### src/rtl/sfqr_pkg.sv
// Constants, types and small decode helpers for the flash command block.
// Assumes a 25 MHz system clock that oversamples the serial clock pin.
//
// Contract
// - In quad mode the read-parameter command sets dummy count and wrap length.
// - Dummy select 00 gives 4 clocks, 01 gives 6, 10 and 11 give 8.
// - Wrap select 00/01/10/11 gives 8/16/32/64 byte wrap.
// - In SPI mode wrap length comes from the set-burst-with-wrap command.
// - Wrap length set in SPI mode survives entry into quad mode.
// - Quad wrap read is fast read whose address wraps in its aligned window.
// - Enable-quad enters quad mode only when quad_io_permit is set.
// - Disable-quad returns the device to SPI operation.
// - Mode switches keep write latch, suspend state and wrap length.
// - Reset needs reset-enable in one frame, reset in the next, any mode.
// - Accepted reset aborts work and clears all volatile settings.
// - Reset takes about 60 us and every command is rejected meanwhile.
// - Discoverable-parameter read returns bytes of the parameter tables; the code holds only the signature and header bytes below 18H, FFH elsewhere.
// - Header gives revision 1.0, header count 01H, unused bytes FFH.
// - First header: ID 00H, rev 1.0, length 09H, pointer 000030H.
// - Second header: maker code, rev 1.0, length 03H, pointer 000060H.
package sfqr_pkg;
  localparam logic [7:0] OP_READ_PARAM  = 8'hC0;
  localparam logic [7:0] OP_FAST_READ   = 8'h0B;
  localparam logic [7:0] OP_QUAD_IO_RD  = 8'hEB;
  localparam logic [7:0] OP_SET_WRAP    = 8'h77;
  localparam logic [7:0] OP_WRAP_READ   = 8'h0C;
  localparam logic [7:0] OP_QUAD_ENTER  = 8'h38;
  localparam logic [7:0] OP_QUAD_EXIT   = 8'hFF;
  localparam logic [7:0] OP_RST_ENABLE  = 8'h66;
  localparam logic [7:0] OP_RST_DO      = 8'h99;
  localparam logic [7:0] OP_PARAM_TABLE = 8'h5A;

  localparam logic [5:0] OPCODE_BITS    = 6'd8;
  localparam logic [5:0] ADDR_BITS      = 6'd24;
  localparam logic [5:0] BYTE_BITS      = 6'd8;
  localparam logic [5:0] SET_WRAP_BITS  = 6'd32;
  localparam logic [5:0] TABLE_DUMMIES  = 6'd8;
  localparam logic [5:0] SPI_DUMMIES    = 6'd8;

  localparam int CLK_FREQ_MHZ  = 25;
  localparam int RESET_TIME_NS = 60000;
  localparam int RESET_CYCLES  = (RESET_TIME_NS * CLK_FREQ_MHZ + 999) / 1000;
  localparam logic [10:0] RESET_LOAD = 11'(RESET_CYCLES - 1);

  localparam logic [7:0] SIG_B0 = 8'h53;
  localparam logic [7:0] SIG_B1 = 8'h46;
  localparam logic [7:0] SIG_B2 = 8'h44;
  localparam logic [7:0] SIG_B3 = 8'h50;
  localparam logic [7:0] REV_MINOR  = 8'h00;
  localparam logic [7:0] REV_MAJOR  = 8'h01;
  localparam logic [7:0] HDR_COUNT  = 8'h01;
  localparam logic [7:0] UNUSED_VAL = 8'hFF;
  localparam logic [7:0] STD_ID     = 8'h00;
  localparam logic [7:0] HDR0_LEN   = 8'h09;
  localparam logic [7:0] HDR0_PTR   = 8'h30;
  localparam logic [7:0] HDR1_LEN   = 8'h03;
  localparam logic [7:0] HDR1_PTR   = 8'h60;
  localparam logic [7:0] PTR_HIGH   = 8'h00;
  // Offsets of the table header words, in units of four bytes
  localparam logic [4:0] OFS_SIG    = 5'h00;
  localparam logic [4:0] OFS_REV    = 5'h01;
  localparam logic [4:0] OFS_HDR0   = 5'h02;
  localparam logic [4:0] OFS_HDR0P  = 5'h03;
  localparam logic [4:0] OFS_HDR1   = 5'h04;
  localparam logic [4:0] OFS_HDR1P  = 5'h05;

  typedef enum logic [6:0] {
    ST_IDLE   = 7'h01,
    ST_OPCODE = 7'h02,
    ST_ADDR   = 7'h04,
    ST_ARG    = 7'h08,
    ST_DUMMY  = 7'h10,
    ST_DATA   = 7'h20,
    ST_IGNORE = 7'h40
  } state_t;

  function automatic logic [3:0] dummy_clocks(input logic [1:0] sel);
    case (sel)
      2'h0:    dummy_clocks = 4'h4;
      2'h1:    dummy_clocks = 4'h6;
      default: dummy_clocks = 4'h8;
    endcase
  endfunction

  function automatic logic [6:0] wrap_bytes(input logic [1:0] sel);
    case (sel)
      2'h0:    wrap_bytes = 7'h08;
      2'h1:    wrap_bytes = 7'h10;
      2'h2:    wrap_bytes = 7'h20;
      default: wrap_bytes = 7'h40;
    endcase
  endfunction
endpackage

### src/rtl/table_rd_if.sv
// Read port between the command block and the parameter-table memory.
// Assumes both ends run on the same system clock.
`timescale 1ns/1ps
interface table_rd_if;
  logic [7:0] addr;
  logic [7:0] data;
  modport reader (output addr, input data);
  modport store  (input addr, output data);
endinterface

### src/rtl/param_table_rom.sv
// Parameter-table memory: signature and two headers, read data registered.
// Assumes the reader holds the address at least one cycle before using data.
`timescale 1ns/1ps
module param_table_rom #(
  parameter logic [7:0] MAKER_CODE = 8'h5E  // Arbitrary value
) (
  input  wire logic  i_clk,
  input  wire logic  i_rst,
  table_rd_if.store  rd
);
  import sfqr_pkg::*;

  logic [7:0] next_data;
  logic [7:0] data;

  always_comb begin
    next_data = UNUSED_VAL;
    if (rd.addr[7:5] == 3'h0) begin
      case (rd.addr[4:2])
        OFS_SIG[2:0]: begin
          case (rd.addr[1:0])
            2'h0:    next_data = SIG_B0;
            2'h1:    next_data = SIG_B1;
            2'h2:    next_data = SIG_B2;
            default: next_data = SIG_B3;
          endcase
        end
        OFS_REV[2:0]: begin
          case (rd.addr[1:0])
            2'h0:    next_data = REV_MINOR;
            2'h1:    next_data = REV_MAJOR;
            2'h2:    next_data = HDR_COUNT;
            default: next_data = UNUSED_VAL;
          endcase
        end
        OFS_HDR0[2:0], OFS_HDR1[2:0]: begin
          case (rd.addr[1:0])
            2'h0:    next_data = rd.addr[4] ? MAKER_CODE : STD_ID;
            2'h1:    next_data = REV_MINOR;
            2'h2:    next_data = REV_MAJOR;
            default: next_data = rd.addr[4] ? HDR1_LEN : HDR0_LEN;
          endcase
        end
        OFS_HDR0P[2:0], OFS_HDR1P[2:0]: begin
          case (rd.addr[1:0])
            2'h0:    next_data = rd.addr[4] ? HDR1_PTR : HDR0_PTR;
            2'h3:    next_data = UNUSED_VAL;
            default: next_data = PTR_HIGH;
          endcase
        end
        default: next_data = UNUSED_VAL;
      endcase
    end
  end

  always_ff @(posedge i_clk) begin
    if (i_rst) begin
      data <= UNUSED_VAL;
    end else begin
      data <= next_data;
    end
  end

  assign rd.data = data;

  a_sig_first: assert property (@(posedge i_clk) disable iff (i_rst)
    (!$past(i_rst) && ($past(rd.addr) == 8'h00)) |-> (data == 8'h53))
    else $error("signature byte wrong");
  a_hdr_count: assert property (@(posedge i_clk) disable iff (i_rst)
    (!$past(i_rst) && ($past(rd.addr) == 8'h06)) |-> (data == 8'h01))
    else $error("header count byte wrong");
  a_hdr0_ptr: assert property (@(posedge i_clk) disable iff (i_rst)
    (!$past(i_rst) && ($past(rd.addr) == 8'h0C)) |-> (data == 8'h30))
    else $error("first table pointer wrong");
endmodule // param_table_rom

### src/rtl/serial_flash_quad_mode_reset_ctrl.sv
// Command front end of a serial flash: quad mode, read setup, reset, table reads.
// Assumes SPI mode 0 with each serial clock level lasting four i_clk cycles or more.
`timescale 1ns/1ps
module serial_flash_quad_mode_reset_ctrl (
  input  wire logic        i_clk,
  input  wire logic        i_rst,
  input  wire logic        i_cs_n,
  input  wire logic        i_sclk,
  input  wire logic [3:0]  i_io,
  output logic      [3:0]  o_io,
  output logic      [3:0]  o_io_oe,
  input  wire logic        i_quad_io_permit,
  input  wire logic        i_write_latch_set,
  input  wire logic        i_write_latch_clr,
  input  wire logic        i_suspend_set,
  input  wire logic        i_suspend_clr,
  input  wire logic [7:0]  i_array_data,
  output logic      [23:0] o_array_addr,
  output logic             o_quad_command_mode,
  output logic             o_write_latch_flag,
  output logic             o_suspend_flag,
  output logic      [7:0]  o_read_param_byte,
  output logic      [7:0]  o_continuous_read_bits,
  output logic      [2:0]  o_wrap_config_bits,
  output logic      [3:0]  o_dummy_clocks,
  output logic      [6:0]  o_wrap_bytes,
  output logic             o_reset_busy,
  output logic             o_abort
);
  import sfqr_pkg::*;

  // Pin sampling: three stages, a change counts once stages two and three agree
  logic [5:0] sync1, sync2, sync3, filt, filt_d;
  logic [5:0] next_filt;

  always_comb begin
    next_filt = (~(sync2 ^ sync3) & sync2) | ((sync2 ^ sync3) & filt);
  end

  always_ff @(posedge i_clk) begin
    if (i_rst) begin
      sync1  <= 6'h3F;
      sync2  <= 6'h3F;
      sync3  <= 6'h3F;
      filt   <= 6'h3F;
      filt_d <= 6'h3F;
    end else begin
      sync1  <= {i_cs_n, i_sclk, i_io};
      sync2  <= sync1;
      sync3  <= sync2;
      filt   <= next_filt;
      filt_d <= filt;
    end
  end

  logic       cs_fall, cs_rise, clk_rise, clk_fall;
  logic [3:0] io_s;
  assign cs_fall  = filt_d[5] & ~filt[5];
  assign cs_rise  = ~filt_d[5] & filt[5];
  assign clk_rise = ~filt[5] & ~filt_d[4] & filt[4];
  assign clk_fall = ~filt[5] & filt_d[4] & ~filt[4];
  assign io_s     = filt[3:0];

  table_rd_if tbl ();
  param_table_rom u_rom (
    .i_clk (i_clk),
    .i_rst (i_rst),
    .rd    (tbl.store)
  );

  state_t      state, next_state;
  logic [7:0]  cmd, next_cmd;
  logic        op_done, next_op_done;
  logic [31:0] shreg, next_shreg;
  logic [5:0]  bit_cnt, next_bit_cnt;
  logic [2:0]  out_cnt, next_out_cnt;
  logic [23:0] addr, next_addr;
  logic [3:0]  io_out, next_io_out;
  logic [3:0]  io_oe, next_io_oe;
  logic        quad, next_quad;
  logic        armed, next_armed;
  logic        wl, next_wl;
  logic        susp, next_susp;
  logic [7:0]  rpb, next_rpb;
  logic [7:0]  crb, next_crb;
  logic [2:0]  wcb, next_wcb;
  logic [1:0]  wrap_sel, next_wrap_sel;
  logic        busy, next_busy;
  logic [10:0] rst_cnt, next_rst_cnt;
  logic        abort, next_abort;

  logic [5:0]  lane_w, bits_now, dummy_target;
  logic [31:0] rx;
  logic [7:0]  src;
  logic [5:0]  wmask;
  logic        last_step;

  assign tbl.addr = addr[7:0];

  always_comb begin
    next_state    = state;
    next_cmd      = cmd;
    next_op_done  = op_done;
    next_shreg    = shreg;
    next_bit_cnt  = bit_cnt;
    next_out_cnt  = out_cnt;
    next_addr     = addr;
    next_io_out   = io_out;
    next_io_oe    = io_oe;
    next_quad     = quad;
    next_armed    = armed;
    next_wl       = wl;
    next_susp     = susp;
    next_rpb      = rpb;
    next_crb      = crb;
    next_wcb      = wcb;
    next_wrap_sel = wrap_sel;
    next_busy     = busy;
    next_rst_cnt  = rst_cnt;
    next_abort    = 1'b0;
    lane_w        = quad ? 6'd4 : 6'd1;
    bits_now      = bit_cnt + lane_w;
    rx            = quad ? {shreg[27:0], io_s} : {shreg[30:0], io_s[0]};
    dummy_target  = (cmd == OP_PARAM_TABLE) ? TABLE_DUMMIES :
                    (quad ? {2'b00, dummy_clocks(rpb[5:4])} : SPI_DUMMIES);
    src           = (cmd != OP_PARAM_TABLE) ? i_array_data :
                    ((addr[23:8] == 16'h0000) ? tbl.data : UNUSED_VAL);
    wmask         = 6'(wrap_bytes(wrap_sel) - 7'h01);
    last_step     = quad ? (out_cnt == 3'h1) : (out_cnt == 3'h7);

    // Mode switches never touch these two flags; set wins over clear
    if (i_write_latch_set) next_wl = 1'b1;
    else if (i_write_latch_clr) next_wl = 1'b0;
    if (i_suspend_set) next_susp = 1'b1;
    else if (i_suspend_clr) next_susp = 1'b0;

    if (busy) begin
      next_rst_cnt = rst_cnt - 11'h001;
      if (rst_cnt == 11'h000) next_busy = 1'b0;
    end

    if (cs_fall) begin
      next_state   = busy ? ST_IGNORE : ST_OPCODE;
      next_bit_cnt = 6'd0;
      next_op_done = 1'b0;
    end else if (cs_rise) begin
      next_state = ST_IDLE;
      next_io_oe = 4'h0;
      if (!busy) begin
        next_armed = op_done && (cmd == OP_RST_ENABLE);
        if (op_done && (cmd == OP_RST_DO) && armed) begin
          // Reset outranks any flag set in the same cycle
          next_busy     = 1'b1;
          next_rst_cnt  = RESET_LOAD;
          next_abort    = 1'b1;
          next_quad     = 1'b0;
          next_wl       = 1'b0;
          next_susp     = 1'b0;
          next_rpb      = 8'h00;
          next_crb      = 8'h00;
          next_wcb      = 3'h0;
          next_wrap_sel = 2'h0;
        end
      end
    end else if (clk_rise) begin
      case (state)
        ST_OPCODE: begin
          next_shreg   = rx;
          next_bit_cnt = bits_now;
          if (bits_now == OPCODE_BITS) begin
            next_cmd     = rx[7:0];
            next_op_done = 1'b1;
            next_bit_cnt = 6'd0;
            case (rx[7:0])
              OP_READ_PARAM:  next_state = quad ? ST_ARG : ST_IGNORE;
              OP_SET_WRAP:    next_state = quad ? ST_IGNORE : ST_ARG;
              OP_FAST_READ:   next_state = ST_ADDR;
              OP_WRAP_READ:   next_state = quad ? ST_ADDR : ST_IGNORE;
              OP_QUAD_IO_RD:  next_state = quad ? ST_ADDR : ST_IGNORE;
              OP_PARAM_TABLE: next_state = ST_ADDR;
              OP_QUAD_ENTER: begin
                next_state = ST_IGNORE;
                if (i_quad_io_permit) next_quad = 1'b1;
              end
              OP_QUAD_EXIT: begin
                next_state = ST_IGNORE;
                next_quad  = 1'b0;
              end
              default: next_state = ST_IGNORE;
            endcase
          end
        end
        ST_ADDR: begin
          next_shreg   = rx;
          next_bit_cnt = bits_now;
          if (bits_now == ADDR_BITS) begin
            next_addr    = rx[23:0];
            next_bit_cnt = 6'd0;
            next_state   = (cmd == OP_QUAD_IO_RD) ? ST_ARG : ST_DUMMY;
          end
        end
        ST_ARG: begin
          next_shreg   = rx;
          next_bit_cnt = bits_now;
          if (bits_now == ((cmd == OP_SET_WRAP) ? SET_WRAP_BITS : BYTE_BITS)) begin
            next_bit_cnt = 6'd0;
            next_state   = ST_IGNORE;
            if (cmd == OP_READ_PARAM) begin
              next_rpb      = rx[7:0];
              next_wrap_sel = rx[1:0];
            end else if (cmd == OP_SET_WRAP) begin
              next_wcb      = rx[6:4];
              next_wrap_sel = rx[6:5];
            end else begin
              next_crb   = rx[7:0];
              next_state = ST_DUMMY;
            end
          end
        end
        ST_DUMMY: begin
          next_bit_cnt = bit_cnt + 6'd1;
          if ((bit_cnt + 6'd1) == dummy_target) begin
            next_state   = ST_DATA;
            next_out_cnt = 3'h0;
          end
        end
        default: next_state = state;
      endcase
    end else if (clk_fall && (state == ST_DATA)) begin
      // Bytes stream out until select rises
      next_out_cnt = last_step ? 3'h0 : out_cnt + 3'h1;
      if (quad) begin
        next_io_out = out_cnt[0] ? src[3:0] : src[7:4];
        next_io_oe  = 4'hF;
      end else begin
        next_io_out = {2'b00, src[3'h7 - out_cnt], 1'b0};
        next_io_oe  = 4'h2;
      end
      if (last_step) begin
        if (cmd == OP_WRAP_READ) begin
          next_addr = {addr[23:6], (addr[5:0] & ~wmask) | ((addr[5:0] + 6'h01) & wmask)};
        end else begin
          next_addr = addr + 24'h000001;
        end
      end
    end
  end

  always_ff @(posedge i_clk) begin
    if (i_rst) begin
      state    <= ST_IDLE;
      cmd      <= 8'h00;
      op_done  <= 1'b0;
      shreg    <= 32'h0000_0000;
      bit_cnt  <= 6'd0;
      out_cnt  <= 3'h0;
      addr     <= 24'h000000;
      io_out   <= 4'h0;
      io_oe    <= 4'h0;
      quad     <= 1'b0;
      armed    <= 1'b0;
      wl       <= 1'b0;
      susp     <= 1'b0;
      rpb      <= 8'h00;
      crb      <= 8'h00;
      wcb      <= 3'h0;
      wrap_sel <= 2'h0;
      busy     <= 1'b0;
      rst_cnt  <= 11'h000;
      abort    <= 1'b0;
    end else begin
      state    <= next_state;
      cmd      <= next_cmd;
      op_done  <= next_op_done;
      shreg    <= next_shreg;
      bit_cnt  <= next_bit_cnt;
      out_cnt  <= next_out_cnt;
      addr     <= next_addr;
      io_out   <= next_io_out;
      io_oe    <= next_io_oe;
      quad     <= next_quad;
      armed    <= next_armed;
      wl       <= next_wl;
      susp     <= next_susp;
      rpb      <= next_rpb;
      crb      <= next_crb;
      wcb      <= next_wcb;
      wrap_sel <= next_wrap_sel;
      busy     <= next_busy;
      rst_cnt  <= next_rst_cnt;
      abort    <= next_abort;
    end
  end

  assign o_io                   = io_out;
  assign o_io_oe                = io_oe;
  assign o_array_addr           = addr;
  assign o_quad_command_mode    = quad;
  assign o_write_latch_flag     = wl;
  assign o_suspend_flag         = susp;
  assign o_read_param_byte      = rpb;
  assign o_continuous_read_bits = crb;
  assign o_wrap_config_bits     = wcb;
  assign o_dummy_clocks         = dummy_clocks(rpb[5:4]);
  assign o_wrap_bytes           = wrap_bytes(wrap_sel);
  assign o_reset_busy           = busy;
  assign o_abort                = abort;

  // Helper: length of the reset-busy window
  logic [11:0] busy_len;
  always_ff @(posedge i_clk) begin
    if (i_rst || !busy) busy_len <= 12'h000;
    else busy_len <= busy_len + 12'h001;
  end

  a_dummy_map: assert property (@(posedge i_clk) disable iff (i_rst)
    o_dummy_clocks == ((rpb[5:4] == 2'h0) ? 4'h4 : ((rpb[5:4] == 2'h1) ? 4'h6 : 4'h8)))
    else $error("dummy clock mapping wrong");
  a_wrap_map: assert property (@(posedge i_clk) disable iff (i_rst)
    o_wrap_bytes == (7'h08 << wrap_sel))
    else $error("wrap length mapping wrong");
  a_quad_gate: assert property (@(posedge i_clk) disable iff (i_rst)
    $rose(quad) |-> $past(i_quad_io_permit) && ($past(state) == ST_OPCODE))
    else $error("quad mode entered without permit");
  a_mode_keeps: assert property (@(posedge i_clk) disable iff (i_rst)
    ($changed(quad) && !$rose(busy)) |-> $stable(wrap_sel) && $stable(wcb))
    else $error("mode switch changed wrap setting");
  a_reset_clears: assert property (@(posedge i_clk) disable iff (i_rst)
    $rose(busy) |-> !quad && !wl && !susp && (rpb == 8'h00) && (crb == 8'h00) && abort)
    else $error("reset left volatile state");
  a_busy_len: assert property (@(posedge i_clk) disable iff (i_rst)
    $fell(busy) |-> ($past(busy_len) == 12'd1499))
    else $error("reset busy window has wrong length");
  a_busy_reject: assert property (@(posedge i_clk) disable iff (i_rst)
    (busy && $past(busy)) |-> (state inside {ST_IDLE, ST_IGNORE}) && (io_oe == 4'h0))
    else $error("command taken during reset");
  a_wrap_window: assert property (@(posedge i_clk) disable iff (i_rst)
    ($changed(addr) && (state == ST_DATA) && (cmd == OP_WRAP_READ))
      |-> ((addr[23:6] == $past(addr[23:6])) && ((addr[5:0] & ~wmask) == ($past(addr[5:0]) & ~wmask))))
    else $error("wrap read left its window");
  a_reset_pair: assert property (@(posedge i_clk) disable iff (i_rst)
    $rose(busy) |-> $past(armed) && ($past(cmd) == OP_RST_DO))
    else $error("reset without enable frame");
  a_oe_frame: assert property (@(posedge i_clk) disable iff (i_rst)
    (io_oe != 4'h0) |-> (state == ST_DATA) || cs_rise)
    else $error("data lines driven outside a read");
endmodule // serial_flash_quad_mode_reset_ctrl

### config.mk
export PLATFORM = sky130hd
export DESIGN_NAME = serial_flash_quad_mode_reset_ctrl
export DESIGN_NICKNAME = d
export VERILOG_FILES = /design/src/rtl/sfqr_pkg.sv /design/src/rtl/table_rd_if.sv /design/src/rtl/param_table_rom.sv /design/src/rtl/serial_flash_quad_mode_reset_ctrl.sv
export SDC_FILE = /design/constraint.sdc
export NUM_CORES = 1
export LEC_CHECK = 0
export BUFFER_PORTS_ARGS = -buffer_cell sky130_fd_sc_hd__buf_2
export CORE_ASPECT_RATIO = 1.5
export CORE_MARGIN = 2
export CORE_UTILIZATION = 55
export DETAILED_ROUTE_END_ITERATION = 10
export GPL_TIMING_DRIVEN = 1
export PLACE_DENSITY = 0.75
export SLEW_MARGIN = 5
export SYNTH_ARGS = -nofsm -noshare
export SYNTH_HDL_FRONTEND = slang
export SYNTH_SLANG_ARGS = --single-unit
### constraint.sdc
create_clock -name i_clk -period 4.84 [get_ports i_clk]
set_input_delay 0.726 -clock i_clk [delete_from_list [all_inputs] [get_ports i_clk]]
set_output_delay 0.726 -clock i_clk [all_outputs]
set_load 0.01 [all_outputs]
==> results.json <==
{
  "post-route-min-period_ns": 3.20,
  "syn-instance-count": 985,
  "num_rows": 54,
  "antenna_found_initial": 0,
  "clk_latency_ns": 0.43,
  "synth_largest_area_cell": "dfxtp_1",
  "grt_pass1_vias": 7136,
  "die_area_um2": 16000,
  "worst_clock_skew_ns": 0.00724,
  "fmax_mhz": 313,
  "path_cells": "inv_1 > ha_1 > ha_1 > nand3_1 > a32oi_2 > nand2_1 > nor3_1 > nand3_2 > mux2i_1 > nor2_1",
  "slew_headroom": 0.328,
  "crit_arrival_ns": 3.49,
  "vias_per_cell": 6.14,
  "initial_core_util": 0.564,
  "setup_viol": 0,
  "hpwl_mm": 14.8,
  "tightest_slew_ns": 1.01,
  "hp-class": "reg -> reg",
  "syn-cell-area_um2": 8230,
  "antenna_cells": 0,
  "drtAntennaViolNets": 0,
  "postSynthAreaPerCell_um2": 8.36,
  "gr-usage-all-layers": 0.267,
  "cts.sinks": 150,
  "drive_gt1_frac": 0.181,
  "core_area_um2": 14600,
  "path_class": "reg -> reg",
  "first_pass_iters": 5,
  "cpMostUsedCell": "ha_1",
  "power_density_nw_per_um2": 283,
  "drcViolationCount": 0,
  "io_pins": 88,
  "min-delay-start": "sync1[0]",
  "finalSetupTns_ns": 0,
  "r2r_setup_slack_ns": 1.64,
  "required_ns": 5.13,
  "endpoint_kind": "flip-flop",
  "critPathMaxStageDelay_ns": 0.50,
  "reg2regPathDepth": 10,
  "synth_most_common_cell": "dfxtp_1",
  "gp_congestion": 0.882,
  "first_iter_violations": 508,
  "final_nets": 1073,
  "overflow": 0,
  "cts_resized": 0,
  "synth_top_area_frac": 0.365,
  "status": "complete, no violations",
  "synthTopCellsByCount": "dfxtp_1 (150), nor2_1 (107), a21oi_1 (84)",
  "dpl_cell_area_um2": 8670,
  "worst_hold_path.num_cells": 1,
  "seq_area_frac_synth": 0.365,
  "crit_path_start_kind": "flip-flop",
  "slew_violations": 0,
  "ctsRootBufferMaster": "clkbuf_16",
  "fin_util": 0.635,
  "hold_viol_final": 0,
  "power_mw": 2.62,
  "yosys.cell_types.count": 91,
  "rsz0062_at_grt": "false",
  "clockBufferDepth": 2,
  "worst_slack_ns": 1.64,
  "ctsHoldBuffers": 0,
  "area_delta_synth_final_pct": 12.5,
  "ir_drop_mv": 0.202,
  "worstHoldEndpoint": "sync2[0]",
  "wirelength_mm": 21.4,
  "grt_pass1_wl_mm": 35.3,
  "wl_per_cell_um": 17.2,
  "dpl_worst_slack_ns": 1.74,
  "num_vias": 7654,
  "yosysWarnings": 0,
  "cts_tree": "done",
  "r2r-end": "cmd[1]",
  "grt_max_degree": 75,
  "port_buffers": 83,
  "synth_edf_count": 0,
  "die_width_um": 104,
  "drv_cap": 0,
  "final_area_um2": 9260,
  "r2r-start": "o_quad_command_mode",
  "htreeDepth": 4,
  "ys.flop_type": "dfxtp_1",
  "fp.dieH_um": 154,
  "leakagePower_nw": 3.40,
  "synth-seq-cells": 150,
  "cts_made_buffers": 17,
  "yosys-top-cells-area": "dfxtp_1 (36%), a21oi_1 (5.1%), nor2_1 (4.9%)",
  "post_cts_buffers": 0,
  "cp_slowest_cell": "nor3_1",
  "async_reset_ff_frac": 0,
  "fin_crit_sh": 0.660,
  "path_clk_slew_ns": 0.07,
  "path_max_fanout": 8
}
## critical path, delay by kind of cell, from the launching register on
family | cells | cell delay, ns
AOI/OAI and AO/OA | 1 | 0.38
adders and majority gates | 2 | 0.53
buffers and inverters | 1 | 0.27
DFF | 1 | 0.34
muxes | 1 | 0.28
and+or+nand+nor | 5 | 1.26
## cells in the final DEF (no fill, tap or decap), types with 29 or more instances in the layout
cell,netlist,final
nor2_1,107,107
mux2i_1,38,38
a21oi_1,84,84
nand3_1,45,45
nand2_1,80,80
buf_2,3,82
nor3_1,33,33
dfxtp_1,150,149
o21ai_0,37,37
a211oi_1,29,29
## layout make-up
type,instances,area [um^2]
clock buffers,17,425
clock inverters,15,163
fillers,1325,5330
inverters,26,97.6
multi-input cells,753,4860
flip-flops and latches,150,3000
well taps,196,245
repair buffers,89,463
## sequential cells by signal (all words and copies together), names as in the netlist, 4 cells and up, named ones only
name,count
bit_cnt,6
cmd,8
o_array_addr,21
o_continuous_read_bits,8
o_io,4
o_read_param_byte,8
rst_cnt,11
shreg,23
state,7
sync1,6
sync2,6
sync3,6
u_rom.rd.data,8
## worst max path at each step
stage,from,to,slack [ns],cells past startpoint
floorplan,o_quad_command_mode,state[2],1.97,11
global placement,o_quad_command_mode,cmd[2],1.80,10
detailed placement,o_quad_command_mode,cmd[3],1.74,10
CTS,o_quad_command_mode,cmd[3],1.69,10
global route,o_quad_command_mode,cmd[3],1.38,10
finish,o_quad_command_mode,cmd[1],1.64,10
## kinds of logic (layout without fill, tap and decap cells)
| group | count (synthesis) | after routing | share of synthesized area |
|---|---|---|---|
| AO/OA/AOI/OAI | 261 | 261 | 0.215 |
| XOR/XNOR | 20 | 20 | 0.0213 |
| adder cells (fa/ha/maj) | 15 | 15 | 0.0228 |
| buffers and inverters | 85 | 147 | 0.0470 |
| flip-flops | 150 | 150 | 0.365 |
| multiplexers | 47 | 47 | 0.0585 |
| other | 1 | 4 | 0.000455 |
| AND/OR/NAND/NOR | 406 | 406 | 0.270 |
## metrics by stage
stage | std cells | hold WS, ns
final | 1246 | 0.402
after CTS | 1246 | 0.403
after global placement | 1214 | 0.391
after detailed placement | 1214 | 0.393
after floorplan | 988 | 0.389
after global routing | 1246 | 0.417
## layer usage
| metal | share of wire | up-vias | GRT usage |
|---|---|---|---|
| li1 | - | 3726 | - |
| met1 | 0.41 | 3617 | 0.324 |
| met2 | 0.50 | 263 | 0.471 |
| met3 | 0.052 | 48 | 0.0458 |
| met4 | 0.028 | 0 | 0.0997 |
| met5 | 0 | - | 0 |
## where the power goes
part	switching (mW)	internal, mW	total [mW]
combinational	0.0328	0.0170	0.0498
sequential	0.00338	1.24	1.25
clock	0.594	0.731	1.32
Power figures use the tool's default switching activity.
